**src/common/rcc_defs.vh**
```
`ifndef RCC_DEFS_VH
`define RCC_DEFS_VH
// register offset (byte address on apb)
`define RCC_REG_ADDR      12'h000
// interrupt mask register offset (byte address on apb)
`define RCC_MASK_ADDR     12'h004
// field positions
`define RCC_BIT_TRAP      15
`define RCC_BIT_ILLEGAL   14
`define RCC_BIT_BOREN     13
`define RCC_BIT_DEEP_SLEEP_FLAG     10
`define RCC_BIT_PMPWR     8
`define RCC_BIT_EXTPIN    7
`define RCC_BIT_SWRST     6
`define RCC_BIT_WDTEN     5
`define RCC_BIT_WATCHDOG_TIMEOUT_FLAG      4
`define RCC_BIT_SLEEP     3
`define RCC_BIT_IDLE      2
// writable / implemented masks
`define RCC_IMPL_MASK     16'hE5FC
`define RCC_FLAG_MASK     16'hC4DC
`define RCC_CTRL_MASK     16'h2120
// reset value of control bits (flags survive)
`define RCC_CTRL_RESET    16'h0000
// reset value of the interrupt mask
`define RCC_MASK_RESET    16'h0000
`endif

```
**src/hw/rcc_top.v**
```verilog
`timescale 1ns/1ps
`include "rcc_defs.vh"
// one 16-bit reset-cause and control register plus an interrupt mask,
// both reached over apb; no wait states on any transfer.
// cause flags sit outside the reset domain so that they can report the
// reset that just happened; they clear only by software writing ones.
// limitation: a cause input held high keeps its flag set, so software
// must wait for the source to drop before a clear sticks.
// the controls drive the brown-out detector, the watchdog timer and the
// program memory bias switch; the blocks they control live elsewhere.
// only byte lanes 0 and 1 matter; the upper half reads zero and is
// ignored on writes.
module rcc_top
(
   // clock and reset
   input  wire        sys_clk,
   input  wire        reset,
   // apb slave
   input  wire        psel,
   input  wire        penable,
   input  wire        pwrite,
   input  wire [11:0] paddr,
   input  wire [31:0] pwdata,
   input  wire [3:0]  pstrb,
   output reg  [31:0] prdata,
   output reg         pready,
   output reg         pslverr,
   // hardware event pulses
   input  wire        ev_trap_conflict,
   input  wire        ev_illegal_access,
   input  wire        ev_deep_sleep,
   input  wire        ev_master_clear_pin,
   input  wire        ev_software_reset,
   input  wire        ev_watchdog_timeout,
   input  wire        ev_sleep_wake,
   input  wire        ev_idle_wake,
   // controls out
   output reg         brownout_detector_en,
   output reg         watchdog_timer_en,
   output reg         sleep_progmem_power,
   // interrupt
   output reg         irq
);
   // cause flags; the declaration value stands in for a power-up clear
   reg  [15:0] flags = 16'h0000;  // sticky cause bits, never touched by reset
   // software side state, cleared by reset
   reg  [15:0] ctrl;              // brown-out, progmem power and watchdog controls
   reg  [15:0] mask;              // interrupt mask, same layout as the flags

   // bus phase states, one-hot
   localparam [1:0] ST_IDLE   = 2'b01;  // no transfer, or a setup cycle
   localparam [1:0] ST_ACCESS = 2'b10;  // access cycle, answer standing
   reg  [1:0]  phase;             // current bus phase
   reg  [1:0]  next_phase;        // phase after this edge

   // bus decode
   wire        setup_ph;          // first cycle of a transfer
   wire        access_done;       // access edge with the answer standing
   reg         hit_reg;           // main register selected
   reg         hit_mask;          // mask register selected
   wire        hit_any;           // either register selected
   wire        wr_reg;            // completed write to the main register
   wire        wr_mask;           // completed write to the mask register
   wire        rd_setup;          // read setup aimed at a mapped register

   // data paths
   wire [15:0] wmask;             // bits enabled by the byte strobes
   wire [15:0] wdata;             // low half of the write word
   wire [15:0] events;            // event inputs placed at their flag positions
   wire [15:0] wr_clear;          // flags that software clears this cycle
   wire [15:0] next_flags;        // flags after events and clears
   wire [15:0] next_ctrl;         // controls after a write
   wire [15:0] next_mask;         // mask after a write
   reg  [15:0] rd_word;           // read mux output
   wire        next_irq;          // interrupt level for the next cycle

   // setup cycle: psel without penable; the answer comes one cycle later
   assign setup_ph    = psel & ~penable;
   // a transfer completes where psel, penable and the access phase meet
   assign access_done = psel & penable & (phase == ST_ACCESS);

   // bus phase; every setup leads to exactly one access cycle, and back
   // to back transfers simply show a new setup right after the access
   always @*
   begin
      next_phase = ST_IDLE;
      case (phase)
         ST_IDLE:
         begin
            if (setup_ph)
            begin
               next_phase = ST_ACCESS;
            end
         end
         ST_ACCESS:
         begin
            // penable is high here, so this only catches a broken master
            if (setup_ph)
            begin
               next_phase = ST_ACCESS;
            end
         end
         default:
         begin
            next_phase = ST_IDLE;
         end
      endcase
   end

   // phase register
   always @(posedge sys_clk or posedge reset)
   begin
      if (reset)
      begin
         phase <= ST_IDLE;
      end
      else
      begin
         phase <= next_phase;
      end
   end

   // address decode as a priority chain, main register first
   always @*
   begin
      hit_reg  = 1'b0;
      hit_mask = 1'b0;
      if (paddr == `RCC_REG_ADDR)
      begin
         hit_reg = 1'b1;
      end
      else if (paddr == `RCC_MASK_ADDR)
      begin
         hit_mask = 1'b1;
      end
   end

   // an unmapped address answers with an error and changes nothing
   assign hit_any  = hit_reg | hit_mask;
   // writes take effect at the access edge only
   assign wr_reg   = access_done & pwrite & hit_reg;
   assign wr_mask  = access_done & pwrite & hit_mask;
   // reads sample the register in the setup cycle, one edge before the answer
   assign rd_setup = setup_ph & ~pwrite & hit_any;

   // byte lanes; only the low two lanes reach the 16-bit register
   assign wmask = {{8{pstrb[1]}}, {8{pstrb[0]}}};
   // the upper half of pwdata has no home and is dropped on purpose
   assign wdata = pwdata[15:0];

   // event inputs, each on its own flag position; a source held high
   // keeps its flag set, so a clear only sticks once the source drops
   // trap conflict
   assign events = ({16{ev_trap_conflict}}    & (16'h0001 << `RCC_BIT_TRAP))
   // illegal opcode, addressing mode or pointer
                 | ({16{ev_illegal_access}}   & (16'h0001 << `RCC_BIT_ILLEGAL))
   // deep sleep
                 | ({16{ev_deep_sleep}}       & (16'h0001 << `RCC_BIT_DEEP_SLEEP_FLAG))
   // master clear pin
                 | ({16{ev_master_clear_pin}} & (16'h0001 << `RCC_BIT_EXTPIN))
   // reset instruction
                 | ({16{ev_software_reset}}   & (16'h0001 << `RCC_BIT_SWRST))
   // watchdog time-out
                 | ({16{ev_watchdog_timeout}} & (16'h0001 << `RCC_BIT_WATCHDOG_TIMEOUT_FLAG))
   // wake from sleep
                 | ({16{ev_sleep_wake}}       & (16'h0001 << `RCC_BIT_SLEEP))
   // wake from idle
                 | ({16{ev_idle_wake}}        & (16'h0001 << `RCC_BIT_IDLE));

   // per-bit register logic; flags, mask and controls share one layout
   genvar gi;
   generate
      for (gi = 0; gi < 16; gi = gi + 1)
      begin : g_bit
         // a flag lives here: write one clears, an event in the same cycle
         // wins so that no cause is lost to a racing clear
         if (((`RCC_FLAG_MASK >> gi) & 1) != 0)
         begin : g_flag
            assign wr_clear[gi]   = wr_reg & wmask[gi] & wdata[gi];
            assign next_flags[gi] = (flags[gi] & ~wr_clear[gi]) | events[gi];
            // mask bits exist only beside a flag
            assign next_mask[gi]  = (wr_mask & wmask[gi]) ? wdata[gi] : mask[gi];
         end
         else
         begin : g_noflag
            // no flag: nothing to clear, reads back zero, writes ignored
            assign wr_clear[gi]   = 1'b0;
            assign next_flags[gi] = 1'b0;
            assign next_mask[gi]  = 1'b0;
         end
         // a software control lives here: plain read and write
         if (((`RCC_CTRL_MASK >> gi) & 1) != 0)
         begin : g_ctrl
            assign next_ctrl[gi] = (wr_reg & wmask[gi]) ? wdata[gi] : ctrl[gi];
         end
         else
         begin : g_noctrl
            assign next_ctrl[gi] = 1'b0;
         end
      end
   endgenerate

   // read mux; flags and controls never overlap, so an or merges them
   always @*
   begin
      rd_word = 16'h0000;
      if (hit_reg)
      begin
         rd_word = flags | ctrl;
      end
      else if (hit_mask)
      begin
         rd_word = mask;
      end
   end

   // interrupt level as it will stand after this edge, so irq tracks
   // the flags and the mask in the same cycle instead of one behind
   assign next_irq = |(next_flags & next_mask);

   // flag register; no reset on purpose: the reset that a flag records
   // must not wipe it, and events are still taken while reset is held
   always @(posedge sys_clk)
   begin
      flags <= next_flags;
   end

   // control and mask registers; reset returns every control to off
   always @(posedge sys_clk or posedge reset)
   begin
      if (reset)
      begin
         ctrl <= `RCC_CTRL_RESET;
         mask <= `RCC_MASK_RESET;
      end
      else
      begin
         ctrl <= next_ctrl;
         mask <= next_mask;
      end
   end

   // ready stands for the access cycle only; fixed zero wait states
   // keep the master's side simple
   always @(posedge sys_clk or posedge reset)
   begin
      if (reset)
      begin
         pready <= 1'b0;
      end
      else
      begin
         pready <= (next_phase == ST_ACCESS);
      end
   end

   // unmapped address: error with the same timing as ready
   always @(posedge sys_clk or posedge reset)
   begin
      if (reset)
      begin
         pslverr <= 1'b0;
      end
      else
      begin
         pslverr <= setup_ph & ~hit_any;
      end
   end

   // read data is taken in the setup cycle and holds until the next
   // setup; writes and unmapped reads answer zero
   always @(posedge sys_clk or posedge reset)
   begin
      if (reset)
      begin
         prdata <= 32'h00000000;
      end
      else if (rd_setup)
      begin
         prdata <= {16'h0000, rd_word};
      end
      else if (setup_ph)
      begin
         prdata <= 32'h00000000;
      end
   end

   // brown-out detector switch follows its control bit; taken from the
   // next value so it moves on the same edge as the register
   always @(posedge sys_clk or posedge reset)
   begin
      if (reset)
      begin
         brownout_detector_en <= 1'b0;
      end
      else
      begin
         brownout_detector_en <= next_ctrl[`RCC_BIT_BOREN];
      end
   end

   // watchdog timer enable; off after reset until software turns it on
   // again, since the controls do not survive reset as the flags do
   always @(posedge sys_clk or posedge reset)
   begin
      if (reset)
      begin
         watchdog_timer_en <= 1'b0;
      end
      else
      begin
         watchdog_timer_en <= next_ctrl[`RCC_BIT_WDTEN];
      end
   end

   // program memory bias during sleep: high keeps it powered, trading
   // sleep current for a faster wake
   always @(posedge sys_clk or posedge reset)
   begin
      if (reset)
      begin
         sleep_progmem_power <= 1'b0;
      end
      else
      begin
         sleep_progmem_power <= next_ctrl[`RCC_BIT_PMPWR];
      end
   end

   // level interrupt, high while any unmasked flag is set; quiet after
   // reset because the mask clears even though the flags stay
   always @(posedge sys_clk or posedge reset)
   begin
      if (reset)
      begin
         irq <= 1'b0;
      end
      else
      begin
         irq <= next_irq;
      end
   end
endmodule

```
**config.mk**
```make
export PLATFORM = sky130hd
export DESIGN_NAME = rcc_top
export DESIGN_NICKNAME = d
export VERILOG_FILES = /design/src/hw/rcc_top.v
export VERILOG_INCLUDE_DIRS = /design/src /design/src/common
export SDC_FILE = /design/constraint.sdc
export NUM_CORES = 1
export LEC_CHECK = 0
export ABC_AREA = 1
export BUFFER_PORTS_ARGS = -buffer_cell sky130_fd_sc_hd__buf_2
export CAP_MARGIN = 30
export CORE_ASPECT_RATIO = 1.2
export CORE_MARGIN = 10
export CORE_UTILIZATION = 40
export DETAILED_ROUTE_END_ITERATION = 16
export GPL_TIMING_DRIVEN = 0
export MAX_ROUTING_LAYER = met4
export PLACE_DENSITY = 0.76
export SYNTH_ARGS = -nofsm -noshare
export SYNTH_HDL_FRONTEND = slang
export SYNTH_SLANG_ARGS = --single-unit
```
**constraint.sdc**
```tcl
create_clock -name sys_clk -period 1.8 [get_ports sys_clk]
set_clock_uncertainty 0.1 [all_clocks]
set_input_delay 0.54 -clock sys_clk [delete_from_list [all_inputs] [get_ports sys_clk]]
set_output_delay 0.54 -clock sys_clk [all_outputs]
set_load 0.02 [all_outputs]
```
# == Word-level counts from Yosys, hierarchy flattened ==
# Index checks and enable logic that the tools add are counted.
# op_classes
n_eq_ne,4
mux,20
bitwise_logic,58
n_reduce_logical,4
# op_table
cell,count
2-to-1 mux 32 bit,2
2-to-1 mux 16 bit,2
AND 1 bit,29
AND 16 bit,1
OR 16 x 11 -> 16 bit,1
OR 16 x 14 -> 16 bit,1
OR 16 x 15 -> 16 bit,1
OR 16 x 3 -> 16 bit,1
OR 16 x 4 -> 16 bit,1
OR 16 x 5 -> 16 bit,1
OR 16 x 7 -> 16 bit,1
OR 16 x 8 -> 16 bit,1
OR reduction 16 bit,1
2-to-1 mux 1 bit,14
equality test 12 x 3 -> 1 bit (second input constant),1
zero test 12 bit,1
NOT 1 bit,11
OR 1 bit,9
equality test 2 bit (second input constant),2
2-to-1 mux 2 bit,2
equality test 2 x 1 -> 1 bit (second input constant),1
nonzero test 2 bit,1
OR reduction 2 bit,1
# word_totals
ff_bits,59
input_bits,61
output_inout_bits,38
wordCells,97

# == Logic depth before layout (Yosys ltp) ==
# Gate-level depths: netlist of the first run.
# logic_depth
word_depth,11
mapped_depth,13
depth_no_buf,13

# == Worst setup path before layout of the first run ==
# OpenSTA, ideal clock, no wires.
# synth_timing
path_kind,input to register
from,input paddr[1]
to,register irq
setup_time_ns,0.119
t_arrival_ns,1.592
required_time_ns,1.581
slack_ns,-0.010
stages,12
path_buffers,0
path_cell_list,inv_1 nand2_1 nor3_4 nand2_4 nor2_4 nand2_4 nand2_1 nand2_1 nand2_1 nand2_1 nor2_1 nand2_1
# synth_via
word_cells_on_any_way,53
classes_between,eq/ne: 1; mux: 11; bitwise: 39; reduce/logical: 2
# synth_lines
item,line_no,source
"start, declared",rcc_top.v:22,"input wire [11:0] paddr,"
equality test 12 x 3 -> 1 bit (no source line),-,
2-to-1 mux 1 bit,rcc_top.v:132,else if (paddr == `RCC_MASK_ADDR)
2-to-1 mux 1 bit *,rcc_top.v:128,if (paddr == `RCC_REG_ADDR)
AND 1 bit *,rcc_top.v:142,assign wr_mask = access_done & pwrite & hit_mask;
AND 1 bit *,rcc_top.v:182,assign next_mask[gi] = (wr_mask & wmask[gi]) ? wdata[gi] : mask[gi];
2-to-1 mux 1 bit *,rcc_top.v:182,
named net next_mask[6],rcc_top.v:73,wire [15:0] next_mask;
AND 16 bit *,rcc_top.v:219,assign next_irq = |(next_flags & next_mask);
OR reduction 16 bit *,rcc_top.v:219,
named net next_irq,rcc_top.v:75,wire next_irq;
"end signal, assigned",rcc_top.v:340,irq <= next_irq;
"end, declared",rcc_top.v:42,output reg irq
# Mark *: on every way through the listed nets, which the timed path passes. The rest lies on a longest branch.
# A chain may end at the register's enable or synchronous reset.

# == Final worst setup path of the first run ==
# layout_timing
from,register phase[0]
to,register irq
# layout_via
word_cells_on_any_way,51
classes_between,eq/ne: 1; mux: 8; bitwise: 41; reduce/logical: 1
# layout_lines
item,line_no,source
"start, declared",rcc_top.v:53,reg [1:0] phase;
"start signal, assigned",rcc_top.v:119,phase <= next_phase;
equality test 2 bit,rcc_top.v:80,assign access_done = psel & penable & (phase == ST_ACCESS);
AND 1 bit,rcc_top.v:80,
AND 1 bit (2 in series),rcc_top.v:142,
AND 1 bit,rcc_top.v:182,
2-to-1 mux 1 bit,rcc_top.v:182,
named net next_mask[3],rcc_top.v:73,
AND 16 bit,rcc_top.v:219,
OR reduction 16 bit,rcc_top.v:219,
named net next_irq,rcc_top.v:75,
# The timed path passes the listed nets, and every way through them passes these cells.

==> results of run 1 <==
==> layer usage <==
metal	GRT usage (%)	share of wire, %	vias to the layer above	wire length, um
met3	5.513	9.3	4	450
met5	-	0	-	0
met1	13.05	37	694	1778
li1	-	-	823	-
met4	5.588	1.2	0	56
met2	22.01	53	57	2528
==> final cells by class <==
type | instances | area, um^2
plain buffers | 23 | 172.7
inverters | 44 | 165.2
well taps | 56 | 70.07
fillers | 394 | 1810
flip-flops and latches | 34 | 812.0
multi-input cells | 139 | 760.7
clock inverters | 3 | 40.04
repair buffers | 63 | 361.6
clock buffers | 5 | 68.82
==> final timing paths <==
kind	from	to	slack [ns]
max in group asynchronous	reset	phase[0]$_DFF_PP1_	1.10
worst max-delay path	phase[0]$_DFF_PP1_	irq$_DFF_PP0_	0.0002
worst max register to register	phase[0]$_DFF_PP1_	irq$_DFF_PP0_	0.0002
worst min register to register	flags[14]$_DFF_P_	flags[14]$_DFF_P_	0.37
worst min-delay path	reset	irq$_DFF_PP0_	0.03
min in group sys_clk	ev_sleep_wake	flags[3]$_DFF_P_	0.34
==> kinds of logic (layout without fill, tap and decap cells) <==
family / after synthesis / in the layout / share of synthesized area [%]
AO/OA/AOI/OAI: 33 / 33 / 12.16
buffers and inverters: 67 / 138 / 18.99
adder cells (fa/ha/maj): 1 / 1 / 0.7111
flip-flops: 34 / 34 / 46.16
other: 1 / 21 / 0.2132
AND/OR/NAND/NOR: 84 / 84 / 21.76
==> through the flow <==
stage	area (um^2)	TNS, ns	worst slack (ns)	hold slack (ns)	utilization, %
5_1_grt	2451	-0.09452	-0.09452	0.04123	57.52
2_1_floorplan	1834	-0.01049	-0.01049	0.3526	-
4_1_cts	2372	0	0.003711	0.03821	55.67
3_3_place_gp	2175	-4.358	-0.4002	0.3620	51.03
6_report	2451	0	0.0001759	0.03494	57.52
3_5_place_dp	2202	-5.468	-0.4416	0.3517	51.67
==> state kept, by name (all words and copies together) (netlist names) <==
register  flops
irq           1
flags         8
mask          8
pslverr       1
prdata       11
phase         2
ctrl          3
==> power by group through the flow <==
stage          Sequential [mW]  Clock [mW]  Combinational [mW]
2_1_floorplan            0.787           0               0.112
3_3_place_gp             0.783           0               0.169
3_5_place_dp             0.783           0               0.180
4_1_cts                  0.768       0.699               0.185
5_1_grt                  0.769       0.733               0.214
6_report                 0.769       0.695               0.192
==> cell usage after synthesis <==
cell      count  share of area (%)
ha_1          1               0.71
nor3_2        1               0.57
inv_1        41                8.7
nor3_4        1               0.92
nor3_1        1               0.28
a21oi_1       1               0.28
dfstp_2       1                1.5
dfxtp_1       8                9.1
buf_4        22                9.4
a32o_1        7                4.0
nand4_1       1               0.36
o21bai_1      1               0.43
nand4_2       1               0.71
nand3_1       5                1.4
nor2_1       11                2.3
nand2_1      59                 13
clkbuf_1      1               0.21
dfrtp_1      25                 36
inv_2         3               0.64
conb_1        1               0.21
nor2_4        2                1.3
o21ai_0      21                6.0
o21ai_2       3                1.5
nand2_4       2                1.3
==> timing repair <==
action	4_1_cts	5_1_grt
buffers inserted	6	3
gates resized for setup	12	17
setup endpoints to repair	6	11
pin swaps	11	13
hold endpoints to repair	0	0
==> flow_summary.toml, run 1 <==
[status]
status = "complete, no violations"

[synthesis]
synthCells = 220
synth.avg_cell_area_um2 = 7.996
ys_seq_elements = 34
syn-cell-area_um2 = 1759
synth.distinct_cells = 24
yosys_warnings = 0
seq_area_frac_synth_pct = 46.16

[placed_design]
portBuffers = 54
gp_congestion = 0.8083
dp.cells = 351
dp_hpwl_um = 3781

[drt]
ant_nets = 0
routed-via-count = 1578
wirelength_um = 4814
drt_iter0_markers = 88
wl_per_cell_um = 13.12
drc_errors = 0
via_per_inst = 4.300
drt_pass1_iterations = 4

[finish]
finalNonFillerCells = 367
final_net_count = 372
final_cell_mix = "nand2_1, buf_2, inv_1"
drive_gt1_share_pct = 39.23
antennaDiodeCount = 0
area_delta_synth_final_pct = 39.33

[global_route]
grt_max_degree = 25
grt_overflow = 0
grt_usage_pct = 13.17
grt_pass1_vias = 1685
grt_pass1_wl_um = 7576
antenna_found_initial = 0

[critical_path]
crit_path_top_delay_cell = "dfstp_2"
worst-r2r-cell-count = 13
required_ns = 1.94
worst-path-stages = 13
slowest_delay_ns = 0.37
path_cells = "inv_2 -> ha_4 -> nand3_4 -> nor2_4 -> inv_2 -> nor2_4 -> nand2_4 -> buf_6 -> o21ai_2 -> nand2_1 -> nand2_1 -> nor2_1 -> nand2_1"
crit_fanout = 7
cp-start-kind = "flop"
critPathTopFamily = "simple AND/OR/NAND/NOR gates"
cp.arrival_ns = 1.94
crit_type = "flop to flop"
path_common_cell = "nand2_1"
crit_buf_inv = 3
crit_path_end_kind = "flop"

[timing]
rsz0062_at_grt = "true"
period_needed_ns = 1.800
slew_viol_final = 0
hold_viol_final = 0
post-route-period-util_pct = 99.99
setup_violations = 0
fmax_mhz = 555.6

[clock_tree]
cts_hold_buf = 0
clock-sinks = 34
cts-root-buf = "clkbuf_8"
cts_tree = "yes"
clkTransAtPathRegs_ns = 0.08
cts_made_buffers = 5
insertion_delay_ns = 0.29
htreeDepth = 2
cts.path.max_buffers = 2

[power_and_ir_drop]
power_density_nw_per_um2 = 675.8
comb_power_share_pct = 11.6
p_leak_nw = 1.395
p_int_mw = 1.254
p_seq_share_pct = 46.4
p_total_mw = 1.656
vdd_ir_drop_max_uv = 352.5
swShare_pct = 24.28
p_sw_mw = 0.4022
clkPwrFrac_pct = 42.0

[floorplanning]
core_area_um2 = 4262
start_util_pct = 41.28
row_count = 26
ios = 99
die_width_um = 80.54
die_height_um = 92.65
die_area_um2 = 7462

[worst_hold_path]
holdCritPathClass = "primary input to async pin"

[job]
maxCapViolations = 0
No activity file was read; power rests on OpenSTA's default activity.
==> run 2: changes to the inputs <==
- CORE_UTILIZATION: 40 -> 41
- CTS_BUF_LIST: default -> sky130_fd_sc_hd__clkbuf_4
- PLACE_DENSITY: 0.76 -> 0.78
- TNS_END_PERCENT: default -> 100
==> run 2 against run 1 <==
  * Power is 7.5% lower
  * Core utilization is 0.87 points lower
  * Via count is 1.1% higher
  * Hold slack better by 0.25 ns
  * Combinational power hardly changed
  * Routed wire length is 8.7% lower
  * Setup slack better by 0.061 ns
  * Critical endpoint unchanged
  * Largest power group unchanged
==> flow_summary.toml, run 2 (same netlist as run 1, synthesis figures left out) <==
[clock_tree]
cts_made_buffers = 5
cts-root-buf = "clkbuf_4"
clkTransAtPathRegs_ns = 0.10
clock-sinks = 34
htreeDepth = 2
cts.path.max_buffers = 2
insertion_delay_ns = 0.35
cts_tree = "yes"

[drt]
drt_iter0_markers = 89
ant_nets = 0
wl_per_cell_um = 12.11
drt_pass1_iterations = 4
routed-via-count = 1595
via_per_inst = 4.394
wirelength_um = 4395
drc_errors = 0

[finish]
drive_gt1_share_pct = 36.81
finalNonFillerCells = 363
final_cell_mix = "nand2_1, buf_2, inv_1"
final_area_um2 = 2377
largest_registers = "prdata x11, flags x8, mask x8"
top_register = "prdata"
antennaDiodeCount = 0
final_common_cell = "nand2_1"
largest_reg_flops = 11
final_net_count = 368
area_delta_synth_final_pct = 35.14

[timing]
fmax_mhz = 575.1
setup_violations = 0
hold_viol_final = 0
layout_setup_ws_ns = 0.06106
post-route-period-util_pct = 96.61
rsz0062_at_grt = "true"
period_needed_ns = 1.739
hold_ws_ns = 0.2861
slew_viol_final = 0

[placed_design]
dp.cells = 351
dp_hpwl_um = 3535
pre_cts_slack_ns = -0.4372
place_area_um2 = 2202
portBuffers = 54
gp_congestion = 0.8227

[critical_path]
cp.arrival_ns = 1.87
r2r-end = "irq$_DFF_PP0_"
worst-r2r-cell-count = 12
cp-start-kind = "flop"
regToRegSetupSlack_ns = 0.06
required_ns = 1.93
crit_fanout = 6
crit_type = "flop to flop"
crit_path_end_kind = "flop"
timing.rr.start = "phase[0]$_DFF_PP1_"

[floorplanning]
row_count = 26
die_area_um2 = 7322
ios = 99
start_util_pct = 41.92
core_area_um2 = 4197
die_width_um = 79.80
die_height_um = 91.76

[job]
maxCapViolations = 0

[status]
status = "complete, no violations"

[global_route]
grt_overflow = 0
grt_usage_pct = 12.64
antenna_found_initial = 0
grt_pass1_wl_um = 7196
grt_pass1_vias = 1649
grt_max_degree = 25

[worst_hold_path]
hold_start = "ev_software_reset"
holdCritPathClass = "primary input to flop"
min_path_cells = 3
whs_endpoint = "flags[6]$_DFF_P_"

[power_and_ir_drop]
p_total_mw = 1.532
p_leak_nw = 1.367
vdd_ir_drop_max_uv = 480.3
power_density_nw_per_um2 = 644.5
[run 2: cell types whose count changed in the layout (fill, tap and decap cells not counted), moves of 2 or more]
cell / previous run / this run
buf_4: 28 / 23
nand2_2: 5 / 2
clkbuf_8: 5 / 0
o21ai_0: 13 / 15
nand2_1: 54 / 57
o21ai_1: 5 / 2
clkinv_2: 2 / 0
clkbuf_4: 0 / 7
[run 2: metrics by stage]
stage,utilization (%),setup TNS [ns]
finish,56.65,0
global route,56.65,-0.1141
CTS,55.61,0
detailed placement,52.47,-5.355
global placement,51.82,-4.339
floorplan,-,-0.01049
[run 2: timing repair]
action | CTS | global route
hold endpoints to repair | 2 | 0
setup buffers | 3 | 0
setup endpoints to repair | 5 | 11
pin swaps | 5 | 12
hold buffers | 1 | 0
gates resized for setup | 8 | 14
[run 2: routing by layer]
layer	routed length, um	part of all wire, %	up-vias	GRT usage, %
li1	-	-	814	-
met1	1675	38	697	12.01
met2	2123	48	74	20.68
met3	461	10	10	5.957
met4	135	3.1	0	6.765
met5	0	0	-	-
[run 2: worst max-delay path: stages, from the launching register on]
cell and delay [ns]:
dfstp_2 0.38, inv_2 0.06, ha_4 0.14, nand3_4 0.06, nor2_4 0.13, nand4_1 0.13
buf_6 0.16, o21ai_2 0.10, nand2_1 0.07, nand2_1 0.07, nand2_1 0.06, nor2_1 0.10
nand2_1 0.06
[run 2: worst max-delay path by stage]
stage                          to                from
floorplan           irq$_DFF_PP0_            paddr[1]
finish              irq$_DFF_PP0_  phase[0]$_DFF_PP1_
global placement    irq$_DFF_PP0_            paddr[0]
global route        irq$_DFF_PP0_  phase[0]$_DFF_PP1_
detailed placement  irq$_DFF_PP0_            paddr[0]
CTS                 irq$_DFF_PP0_  phase[0]$_DFF_PP1_
[run 2: final cells by class]
type | count | area (um^2)
Buffer | 23 | 172.7
Clock buffer | 7 | 52.55
Clock inverter | 1 | 30.03
Fill cell | 392 | 1819
Inverter | 44 | 165.2
Multi-Input combinational cell | 139 | 740.7
Sequential cell | 34 | 812.0
Tap cell | 56 | 70.07
Timing Repair Buffer | 59 | 334.1
[run 2: power breakdown]
part           switching, mW  internal (mW)  total (mW)
Clock                  0.249          0.325       0.573
Sequential           0.00230          0.766       0.768
Combinational          0.109         0.0811       0.190
Total                  0.360           1.17        1.53
==> run 3: changes to the inputs <==
- CORE_UTILIZATION: 41 -> 49
- PLACE_DENSITY: 0.78 -> 0.88
- clock period: 1.8 -> 2.25 ns (I/O delays scaled with it)
==> run 3 against run 2 <==
  * Die area is 13% lower
  * Non-clock buffer count is 2 lower
  * Global-route usage is 1.8 points higher
  * Sequential power is 20% lower
  * Largest power group unchanged
  * Sequential share of layout area is 2.0 points higher
  * Critical endpoint unchanged
  * Combinational power is 24% lower
==> flow_summary.toml, run 3 (same netlist as run 1, synthesis figures left out) <==
[drt]
ant_nets = 0
wirelength_um = 4353
drt_pass1_iterations = 6
drt_iter0_markers = 94
drc_errors = 0
routed-via-count = 1553
via_per_inst = 4.541
wl_per_cell_um = 12.73

[floorplanning]
die_width_um = 74.70
core_area_um2 = 3396
ios = 99
die_area_um2 = 6397
start_util_pct = 51.81
die_height_um = 85.64
row_count = 23

[clock_tree]
cts.path.max_buffers = 2
cts-root-buf = "clkbuf_4"
cts_hold_buf = 0
clkTransAtPathRegs_ns = 0.11
cts_tree = "yes"
clock-sinks = 34
insertion_delay_ns = 0.32
cts_made_buffers = 5
htreeDepth = 2

[power_and_ir_drop]
clkPwrFrac_pct = 30.2
p_leak_nw = 1.340
p_int_mw = 0.8054
vdd_ir_drop_max_uv = 341.3
power_density_nw_per_um2 = 483.5
swShare_pct = 25.91
p_sw_mw = 0.2816
p_seq_share_pct = 56.5
comb_power_share_pct = 13.3

[finish]
final_net_count = 366
final_cell_mix = "nand2_1, buf_2, inv_1"
finalNonFillerCells = 342
drive_gt1_share_pct = 33.11
fin_util_pct = 66.21
final_common_cell = "nand2_1"
nFillCells = 312
largest_registers = "prdata x11, flags x8, mask x8"
antennaDiodeCount = 0
largest_reg_flops = 11
area_delta_synth_final_pct = 27.81
top_register = "prdata"
final_area_um2 = 2248

[placed_design]
gp_congestion = 0.8046
pre_cts_slack_ns = -0.1155
portBuffers = 54
dp_hpwl_um = 3643
dp.cells = 332
place_area_um2 = 2178

[critical_path]
crit_type = "primary input to flop"
critPathTopFamily = "simple AND/OR/NAND/NOR gates"
cp.arrival_ns = 2.09
path_common_cell = "nand2_1"
path_cells = "buf_2 -> inv_2 -> nand2_1 -> nor3_4 -> nand2_4 -> nor2_4 -> nand2_1 -> nand2_1 -> nand2_1 -> nand2_1 -> nand2_1 -> nor2_1 -> nand2_1"
required_ns = 2.38
crit_path_top_delay_cell = "nor3_4"
slowest_delay_ns = 0.39
crit_buf_inv = 2
crit_path_end_kind = "flop"
crit_fanout = 9
cp-start-kind = "primary input"

[timing]
slew_viol_final = 0
period_needed_ns = 1.957
layout_setup_ws_ns = 0.2934
fmax_mhz = 511.1
tightest_slew_ns = 0.5404
post-route-period-util_pct = 86.96
hold_viol_final = 0
hold_ws_ns = 0.2595
rsz0062_at_grt = "false"
setup_violations = 0
relSlewSlack_pct = 63.94

[status]
status = "complete, no violations"

[global_route]
antenna_found_initial = 0
grt_max_degree = 16
grt_overflow = 0
grt_usage_pct = 14.40
grt_pass1_vias = 1640
grt_pass1_wl_um = 7169

[worst_hold_path]
holdCritPathClass = "primary input to async pin"

[job]
maxCapViolations = 0
==> run 3: power groups by stage <==
stage,Sequential [mW],Combinational (mW),Clock [mW]
final,0.614,0.145,0.328
after global routing,0.615,0.161,0.372
after CTS,0.614,0.143,0.335
after detailed placement,0.627,0.143,0
after global placement,0.626,0.134,0
after floorplan,0.629,0.0894,0
==> run 3: path summary, 6_finish.rpt <==
| check | from | endpoint | slack [ns] | cells past startpoint |
|---|---|---|---|---|
| worst max-delay path | paddr[0] | irq$_DFF_PP0_ | 0.29 | 13 |
| worst min-delay path | reset | prdata[5]$_DFFE_PP0P_ | 0.26 | 2 |
| worst max register to register | phase[0]$_DFF_PP1_ | irq$_DFF_PP0_ | 0.35 | 12 |
| worst min register to register | flags[14]$_DFF_P_ | flags[14]$_DFF_P_ | 0.39 | 2 |
| max in group asynchronous | reset | mask[14]$_DFF_PP0_ | 1.32 | 3 |
| min in group sys_clk | flags[14]$_DFF_P_ | flags[14]$_DFF_P_ | 0.39 | 2 |
==> run 3: final cells by class <==
class	instances	area (um^2)	area share, %
timing repair buffer	57	312.8	13.91
clock buffer	6	45.04	2.003
inverter	44	165.2	7.346
multi-input combinational	139	688.2	30.61
clock inverter	2	10.01	0.4452
buffer	23	168.9	7.513
tap	37	46.29	2.059
sequential	34	812.0	36.12
==> run 3: timing repair <==
item | in CTS | in global routing
setup buffers | 0 | 2
gates resized for setup | 0 | 0
setup endpoints to repair | 0 | 1
==> run 3: stage by stage <==
stage          power [mW]  TNS (ns)
2_1_floorplan      0.7187         0
3_3_place_gp       0.7605  -0.03969
3_5_place_dp       0.7698   -0.1176
4_1_cts             1.092         0
5_1_grt             1.148         0
6_report            1.087         0
==> run 3: layer usage <==
layer,up-vias,global-route usage (%),wire length (um)
met4,0,6.207,57
met1,686,15.08,1740
met5,-,-,0
li1,808,-,-
met2,55,25.14,2288
met3,4,2.999,267
